$ cat src/hdl/adcc_params.svh
`ifndef ADCC_PARAMS_SVH
`define ADCC_PARAMS_SVH

// Synchroniser depth for pins from outside the core clock domain
`define ADCC_SYNC_STAGES   3
// Pin positions inside the synchronised input vector
`define ADCC_PIN_CS        0
`define ADCC_PIN_RD        1
`define ADCC_PIN_CLK       2
`define ADCC_PIN_TEST      3
`define ADCC_PIN_COUNT     4
// Applied clock falling edges counted from the start of a conversion
`define ADCC_EDGE_CNT_W    5
`define ADCC_EDGE_CLEAR    5'h02
`define ADCC_EDGE_HOLD     5'h03
`define ADCC_EDGE_STEP0    5'h06
`define ADCC_EDGE_END      5'h14
// Reset values
`define ADCC_DATA_RST      8'h00
`define ADCC_BUSY_N_RST    1'b1

`endif

$ cat src/hdl/adcc_pkg.sv
package adcc_pkg;

   typedef enum logic [2:0] {
      ADCC_ST_IDLE = 3'b001,
      ADCC_ST_CONV = 3'b010,
      ADCC_ST_DONE = 3'b100
   } adcc_state_t;

endpackage

$ cat src/hdl/adcc_sar_if.sv
`timescale 1ns/1ns
interface adcc_sar_if #(
   parameter int DATA_W = 8,
   parameter int SMP_W  = 12
);
   logic              track;
   logic              clear;
   logic              step;
   logic [SMP_W-1:0]  level;
   logic [DATA_W-1:0] result;

   modport ctrl   (output track, output clear, output step, output level, input result);
   modport engine (input track, input clear, input step, input level, output result);
endinterface

$ cat src/hdl/adcc_sar.sv
`timescale 1ns/1ns
`include "adcc_params.svh"
module adcc_sar #(
   parameter int DATA_W = 8,
   parameter int SMP_W  = 12
) (
   // Clock and reset
   input  wire logic   core_clk,
   input  wire logic   resetn,
   // Control from the sequencer
   adcc_sar_if.engine  sif
);
   import adcc_pkg::*;

   localparam int FRAC_W = SMP_W - DATA_W;
   localparam logic [SMP_W:0] HALF_LSB = (SMP_W+1)'(1) << (FRAC_W - 1);

   logic [SMP_W-1:0]  sample_reg;
   logic [SMP_W-1:0]  sample_next;
   logic [DATA_W-1:0] sar_reg;
   logic [DATA_W-1:0] sar_next;
   logic [DATA_W-1:0] bit_reg;
   logic [DATA_W-1:0] bit_next;
   logic [DATA_W-1:0] trial;
   logic              keep_bit;

   assign trial    = sar_reg | bit_reg;
   // Rounded comparison gives floor(code + 0.5) over the level fraction
   assign keep_bit = ({1'b0, sample_reg} + HALF_LSB) >= {1'b0, trial, {FRAC_W{1'b0}}};
   assign sif.result = sar_reg;

   always_comb begin
      sample_next = sample_reg;
      sar_next    = sar_reg;
      bit_next    = bit_reg;
      if (sif.track) begin
         sample_next = sif.level;
      end
      if (sif.clear) begin
         sar_next = '0;
         bit_next = {1'b1, {(DATA_W-1){1'b0}}};
      end else if (sif.step) begin
         if (keep_bit) begin
            sar_next = trial;
         end
         bit_next = bit_reg >> 1;
      end
   end

   always_ff @(posedge core_clk or negedge resetn) begin
      if (!resetn) begin
         sample_reg <= '0;
         sar_reg    <= '0;
         bit_reg    <= '0;
      end else begin
         sample_reg <= sample_next;
         sar_reg    <= sar_next;
         bit_reg    <= bit_next;
      end
   end
endmodule

$ cat src/hdl/adcc_top.sv
`timescale 1ns/1ns
`include "adcc_params.svh"
// Overview of operation
// - Chip select and read low start conversion
// - Busy goes low after conversion start
// - Hold input on third applied clock fall
// - Starting read returns previous conversion result
// - Busy low throughout conversion, high after
// - Read within one clock after busy: no start
// - Read during conversion returns old data
// - Code is floor(256*Vin/2Vref + 0.5)
// - Clock halved; conversion is 20 applied clocks
// - Internal clock stops when conversion completes
// - SAR cleared on first internal clock pulse
// - Sample stage tracks input between conversions
module adcc_top #(
   parameter int DATA_W = 8,
   parameter int SMP_W  = 12
) (
   // Clock and reset
   input  wire logic               core_clk,
   input  wire logic               resetn,
   // Host read port
   input  wire logic               cs_n_pin,
   input  wire logic               rd_n_pin,
   output logic                    busy_n,
   output logic [DATA_W-1:0]       data_out,
   output logic                    data_oe,
   // Converter clock and strap
   input  wire logic               conv_clk_pin,
   input  wire logic               factory_test_input,
   // Analog front end level and sample stage state
   input  wire logic [SMP_W-1:0]   ain_level,
   output logic                    track_mode
);
   import adcc_pkg::*;

   localparam int NP = `ADCC_PIN_COUNT;
   localparam int CW = `ADCC_EDGE_CNT_W;

   logic [NP-1:0]      pins;
   logic [NP-1:0]      s1_reg;
   logic [NP-1:0]      s2_reg;
   logic [NP-1:0]      s3_reg;
   logic [NP-1:0]      filt_reg;
   logic [NP-1:0]      filt_next;
   logic               sel;
   logic               sel_prev_reg;
   logic               clk_prev_reg;
   logic               sel_rise;
   logic               fall;
   adcc_state_t        state_reg;
   adcc_state_t        state_next;
   logic [CW-1:0]      cnt_reg;
   logic [CW-1:0]      cnt_next;
   logic               grace_reg;
   logic               grace_next;
   logic               busy_n_reg;
   logic               busy_n_next;
   logic [DATA_W-1:0]  data_out_reg;
   logic [DATA_W-1:0]  data_out_next;
   logic               data_oe_reg;
   logic               track_reg;
   logic               track_next;

   adcc_sar_if #(.DATA_W(DATA_W), .SMP_W(SMP_W)) sif ();

   adcc_sar #(.DATA_W(DATA_W), .SMP_W(SMP_W)) u_sar (
      .core_clk (core_clk),
      .resetn   (resetn),
      .sif      (sif)
   );

   assign pins[`ADCC_PIN_CS]   = cs_n_pin;
   assign pins[`ADCC_PIN_RD]   = rd_n_pin;
   assign pins[`ADCC_PIN_CLK]  = conv_clk_pin;
   assign pins[`ADCC_PIN_TEST] = factory_test_input;

   // Three-stage synchronisers; a change is taken once stages two and three agree
   genvar gi;
   generate
      for (gi = 0; gi < NP; gi++) begin : g_sync
         always_comb begin
            filt_next[gi] = (s2_reg[gi] == s3_reg[gi]) ? s3_reg[gi] : filt_reg[gi];
         end
         always_ff @(posedge core_clk or negedge resetn) begin
            if (!resetn) begin
               s1_reg[gi]   <= 1'b1;
               s2_reg[gi]   <= 1'b1;
               s3_reg[gi]   <= 1'b1;
               filt_reg[gi] <= 1'b1;
            end else begin
               s1_reg[gi]   <= pins[gi];
               s2_reg[gi]   <= s1_reg[gi];
               s3_reg[gi]   <= s2_reg[gi];
               filt_reg[gi] <= filt_next[gi];
            end
         end
      end
   endgenerate

   assign sel      = ~filt_reg[`ADCC_PIN_CS] & ~filt_reg[`ADCC_PIN_RD];
   assign sel_rise = sel & ~sel_prev_reg;
   assign fall     = clk_prev_reg & ~filt_reg[`ADCC_PIN_CLK];
   assign sif.level = ain_level;

   always_comb begin
      state_next    = state_reg;
      cnt_next      = cnt_reg;
      grace_next    = grace_reg;
      busy_n_next   = busy_n_reg;
      data_out_next = data_out_reg;
      track_next    = track_reg;
      sif.clear     = 1'b0;
      sif.step      = 1'b0;
      case (state_reg)
         ADCC_ST_IDLE: begin
            track_next = 1'b1;
            if (fall) begin
               grace_next = 1'b0;
            end
            // A select edge inside the grace window only reads the data
            if (sel_rise && !grace_reg && filt_reg[`ADCC_PIN_TEST]) begin
               state_next  = ADCC_ST_CONV;
               cnt_next    = '0;
               busy_n_next = 1'b0;
               grace_next  = 1'b0;
            end
         end
         ADCC_ST_CONV: begin
            // Further selects are not restarts; the old latch is read out
            if (fall) begin
               cnt_next = cnt_reg + CW'(1);
               if (cnt_next == `ADCC_EDGE_CLEAR) begin
                  sif.clear = 1'b1;
               end
               if (cnt_next == `ADCC_EDGE_HOLD) begin
                  track_next = 1'b0;
               end
               if (!cnt_next[0] && cnt_next >= `ADCC_EDGE_STEP0) begin
                  sif.step = 1'b1;
               end
               if (cnt_next == `ADCC_EDGE_END) begin
                  state_next = ADCC_ST_DONE;
               end
            end
         end
         ADCC_ST_DONE: begin
            data_out_next = sif.result;
            busy_n_next   = 1'b1;
            grace_next    = 1'b1;
            track_next    = 1'b1;
            state_next    = ADCC_ST_IDLE;
         end
         default: begin
            state_next = ADCC_ST_IDLE;
         end
      endcase
   end

   assign sif.track = track_reg;

   always_ff @(posedge core_clk or negedge resetn) begin
      if (!resetn) begin
         state_reg    <= ADCC_ST_IDLE;
         cnt_reg      <= '0;
         grace_reg    <= 1'b0;
         busy_n_reg   <= `ADCC_BUSY_N_RST;
         data_out_reg <= `ADCC_DATA_RST;
         data_oe_reg  <= 1'b0;
         track_reg    <= 1'b1;
         sel_prev_reg <= 1'b0;
         clk_prev_reg <= 1'b1;
      end else begin
         state_reg    <= state_next;
         cnt_reg      <= cnt_next;
         grace_reg    <= grace_next;
         busy_n_reg   <= busy_n_next;
         data_out_reg <= data_out_next;
         data_oe_reg  <= sel;
         track_reg    <= track_next;
         sel_prev_reg <= sel;
         clk_prev_reg <= filt_reg[`ADCC_PIN_CLK];
      end
   end

   assign busy_n     = busy_n_reg;
   assign data_out   = data_out_reg;
   assign data_oe    = data_oe_reg;
   assign track_mode = track_reg;
endmodule

$ cat config.mk
export PLATFORM = sky130hd
export DESIGN_NAME = adcc_top
export DESIGN_NICKNAME = d
export VERILOG_FILES = /design/src/hdl/adcc_pkg.sv /design/src/hdl/adcc_sar_if.sv /design/src/hdl/adcc_sar.sv /design/src/hdl/adcc_top.sv
export VERILOG_INCLUDE_DIRS = /design/src /design/src/hdl
export SDC_FILE = /design/constraint.sdc
export NUM_CORES = 1
export LEC_CHECK = 0
export BUFFER_PORTS_ARGS = -buffer_cell sky130_fd_sc_hd__buf_2
export CAP_MARGIN = 25
export CORE_UTILIZATION = 30
export CTS_BUF_LIST = sky130_fd_sc_hd__clkbuf_2 sky130_fd_sc_hd__clkbuf_4 sky130_fd_sc_hd__clkbuf_8
export DETAILED_ROUTE_END_ITERATION = 12
export REMOVE_ABC_BUFFERS = 1
export SETUP_SLACK_MARGIN = 0.1
export SLEW_MARGIN = 40
export SYNTH_ARGS = -nofsm -noshare
export SYNTH_HDL_FRONTEND = slang
export SYNTH_SLANG_ARGS = --single-unit
$ cat constraint.sdc
create_clock -name core_clk -period 5.53 [get_ports core_clk]
set_input_delay 0.553 -clock core_clk [delete_from_list [all_inputs] [get_ports core_clk]]
set_output_delay 0.553 -clock core_clk [all_outputs]
set_load 0.05 [all_outputs]
Word-level counts from Yosys, hierarchy flattened:

Index checks and enable logic that the tools add are counted.

* output and inout port bits: 11
* logic and storage cells: 97
* bits of input ports: 18
* flip-flop bits (word level): 65

* eq/ne operators: 15
* order comparisons: 2
* $add $sub $neg: 2
* bitwise logic cells: 8
* muxes and demuxes: 26
* reductions and logical operators: 17

Operators by type and width (number)
* two-way mux 8 bit: 5
* adder 12 x 4 -> 13 bit (second input constant): 1
* greater-or-equal comparator 13 x 12 -> 1 bit: 1
* two-way mux 1 bit: 11
* equality test 5 x 2 -> 1 bit (second input constant): 2
* two-way mux 5 bit: 2
* case mux 5 bit (2 select lines): 1
* nonzero test 2 bit: 5
* two-way mux 3 bit: 3
* AND reduction 3 bit: 3
* inequality test 2 bit (second input constant): 4
* OR 8 bit: 1
* case mux 1 bit (2 select lines): 3
* case mux 3 bit (2 select lines): 1
* AND reduction 2 bit: 3
* adder 5 x 1 -> 5 bit (second input constant): 1
* equality test 5 bit (second input constant): 1
* greater-or-equal comparator 5 x 3 -> 1 bit (second input constant): 1
* equality test 1 bit: 4
* inverter 1 bit: 4
* bitwise AND 1 bit: 3
* equality test 3 x 1 -> 1 bit (second input constant): 1
* equality test 3 x 2 -> 1 bit (second input constant): 1
* equality test 3 bit (second input constant): 1
* other kinds (4): 7

Depth between registers and ports, before layout:

* depth in word-level cells: 8
* mapped depth: 11

Modules after synthesis:

From an unflattened synthesis, not the netlist that was laid out.

* cells, all modules: 244
* area, all modules: 2989.1 µm²

Modules (own cells, without submodules)
* adcc_top: area each 1520.2 µm², cells an instance 113, times used 1
* adcc_sar: area each 1468.9 µm², cells an instance 131, times used 1

Worst setup path after synthesis:

OpenSTA, ideal clock, no wires.

* path kind: flip-flop to flip-flop
* start: register u_sar.sample_reg[5]
* end: register u_sar.sar_reg[0], in the netlist u_sar.sif.result[0]
* stages on the path, launching flop included: 11
* buffers on the path: 1
* arrival: 2.482 ns
* library setup time: 0.121 ns
* path slack: 2.927 ns
* cell sequence: dfrtp_1 -> and4_4 -> and3_1 -> nand2_1 -> xnor2_1 -> ha_1 -> and3_1 -> a22o_1 -> or4_1 -> buf_6 -> a32o_2

* longest elaborated chain between the ends: 4

Ends and longest elaborated chain
* start: declaration: RTL line adcc_sar.sv:18 `logic [SMP_W-1:0] sample_reg;`
* start signal: assignment: RTL line adcc_sar.sv:56 `sample_reg <= sample_next;`
* adder 12 x 4 -> 13 bit: RTL line adcc_sar.sv:29 `assign keep_bit = ({1'b0, sample_reg} + HALF_LSB) >= {1'b0, trial, {FRAC_W{1'b0}}};`
* greater-or-equal comparator 13 x 12 -> 1 bit: RTL line adcc_sar.sv:29
* nonzero test 2 bit (no source line)
* AND reduction 2 bit (no source line)
* end signal: assignment: RTL line adcc_sar.sv:57 `sar_reg <= sar_next;`
* end: declaration: RTL line adcc_sar.sv:20 `logic [DATA_W-1:0] sar_reg;`

No other way between the ends.
A chain may end at the register's enable or synchronous reset.

Final worst setup path:

* start: register u_sar.sample_reg[5]
* end: register u_sar.sar_reg[6], in the netlist u_sar.sif.result[6]

Same word-level chain as after synthesis.

==> reports/results.ini <==
[status]
outcome=complete, no violations

[floorplan]
die_area_mm2=0.0105
start_util_pct=31.0
die_h_um=103
fp.dieW_um=103
coreArea_mm2=0.00982
pin_count=29
fp-row-count=36

[setup_path]
r2r_slack_ns=2.68
critPathCaptureType=flop
cp-start-kind=flop
required_ns=5.77
worst-path-max-fanout=8
worstPathArrival_ns=3.08
path_class=flop to flop

[detailed_routing]
vias_per_cell=4.79
wl_met3_um=244
drt_iter0_markers=88
detail_route.wl_per_cell_um=13.7
first_pass_iters=4
vias=1978
met1_length_mm=2.72
postRouteAntennaNets=0
highest_layer=met4
post-route-drc-count=0
met2_length_mm=2.57
routed_wl_mm=5.65

[synthesis]
synth.most_common_cell=dfrtp_1
synth_area_mm2=0.00304
synth.avg_cell_area_um2=12.5
synth_top_area_share_pct=37.0
synth_common_cells=45 x dfrtp_1, 20 x dfstp_2, 20 x mux2_2
ys_seq_area_share_pct=54.3
synth_edf_count=0
synth_area_leaders=dfrtp_1 37%, dfstp_2 17%, mux2_2 7.4%, ha_1 5.3%, a32o_2 3.3%
ys.flop_type=dfrtp_1
ys_ff_latch=65
ys_warn_count=0
synth.distinct_cells=48
syn_inst=243
synth_largest_area_cell=dfrtp_1
async_flop_share_pct=100

[place]
dpl.hpwl_mm=3.83
place_congestion=0.756
numPortBuffers=28
placedCellCount=397

[grt]
antenna_found_initial=0
grt.total_usage_pct=11.9
grt_remaining_overflow=0
grt_start_max_net_pins=66
grt_pass1_wl_mm=9.38
grt_pass1_vias=1916

[clock_tree]
insertion_delay_ns=0.35
clockRootBuffer=clkbuf_8
ctsHtreeMaxLevel=3
cts_resized=0
path_clk_slew_ns=0.07
cts_made_buffers=9
cts_tree=yes
ctsLongestPathBuffers=2
cts-hold-fix-buffers=0
numClockSinks=65
postCtsSetupRepairBufs=0

[timing]
hold_violations=0
min_period_over_period_pct=51.5
clock_skew_ns=0.00379
setup_violations=0
tightestPinTransition_ns=0.605
fin_crit_ns=2.85
maxSlewHeadroom_pct=59.7
tns_ns=0
slew_viol_final=0
rsz0062_at_grt=no
fmax_mhz=351

[cells_and_area]
largest_register_ff_count=12
synthToLayoutAreaGrowth_pct=15.1
fin_cells=413
multi_input_area_mm2=0.00131
n_antenna_cell=0
fill_cells=1016
seq_area_mm2=0.00165
nets=306
drive_gt1_share_pct=38.2

[power_and_ir_drop]
p_per_area_mw_per_mm2=280
p_leak_nw=1.61
ir_worst_vdd_uv=155
power.total_mw=0.979

[job]
maxCapViolCount=0

[worst_hold_path]
hp-class=input port to async pin

worst paths after layout:
kind | start | end | depth (start not counted)
max in group asynchronous | resetn | u_sar.sample_reg[6] | 2
min in group core_clk | factory_test_input | s1_reg[3] | 1
worst max register to register | u_sar.sample_reg[5] | u_sar.sif.result[6] | 9
worst max-delay path | u_sar.sample_reg[5] | u_sar.sif.result[6] | 9
worst min-delay path | resetn | u_sar.sample_reg[9] | 2
worst min register to register | s1_reg[2] | s2_reg[2] | 0
critical path, stage by stage (launching register included):
cell and delay (ns):
dfrtp_1 0.43, and4_4 0.25, and3_1 0.18, nand2_1 0.07, xnor2_1 0.13, ha_1 0.31, and3_1 0.21, a22o_1 0.19
or4_1 0.64, a32o_2 0.33
layer usage:
layer  vias to the layer above  global-route usage, %
met5                         -                      0
met4                         0                   5.27
met3                        10                   4.14
met2                        27                   17.4
met1                       982                   15.9
li1                        959                      -
power by group:
part	switching [mW]	internal [mW]
combinational	0.0319	0.0260
sequential	0.0133	0.497
clock	0.186	0.224
metrics by stage:
step                hold WS [ns]  area [um2]  setup slack (ns)  utilization [%]
floorplan                  0.257        2970              2.92                -
global placement           0.348        3280              2.79             33.4
detailed placement         0.349        3280              2.69             33.4
CTS                        0.283        3480              2.67             35.5
global route               0.273        3500              2.56             35.7
finish                     0.276        3500              2.68             35.7
cells by family after synthesis:
logic type	Yosys count	synth area share [%]
simple gates	66	13.0
flops	65	54.3
compound gates	51	12.6
mux	20	7.40
fa+ha+maj	17	6.66
buf+inv	14	3.17
xor+xnor	10	2.88
layout make-up:
class / instances / share of cell area [%]
clock buffer: 11 / 4.15
clock inverter: 5 / 1.57
inverter: 6 / 0.643
multi-input combinational: 164 / 37.4
sequential: 65 / 47.2
tap: 133 / 4.75
timing repair buffer: 29 / 4.32
cells in the final DEF, fill, tap and decap left out, drive strengths merged, types with 2 or more instances in the layout:
cell       n
clkinv     2
xor2       4
dfrtp     45
a32o       9
o31ai      3
buf       29
inv        6
nor2      13
a21oi     11
a22o       2
xnor2      6
mux2      20
dfstp     20
and2       2
ha        13
nor2b      3
o21ai     15
nand2     10
nor3b      2
nand4      2
nand3     16
nor4b      2
and3       5
clkbuf    11
a21o       5
or2b       2
and4       3
clkinvlp   2
maj3       4
Note: power is estimated with default switching activity, not from simulation.
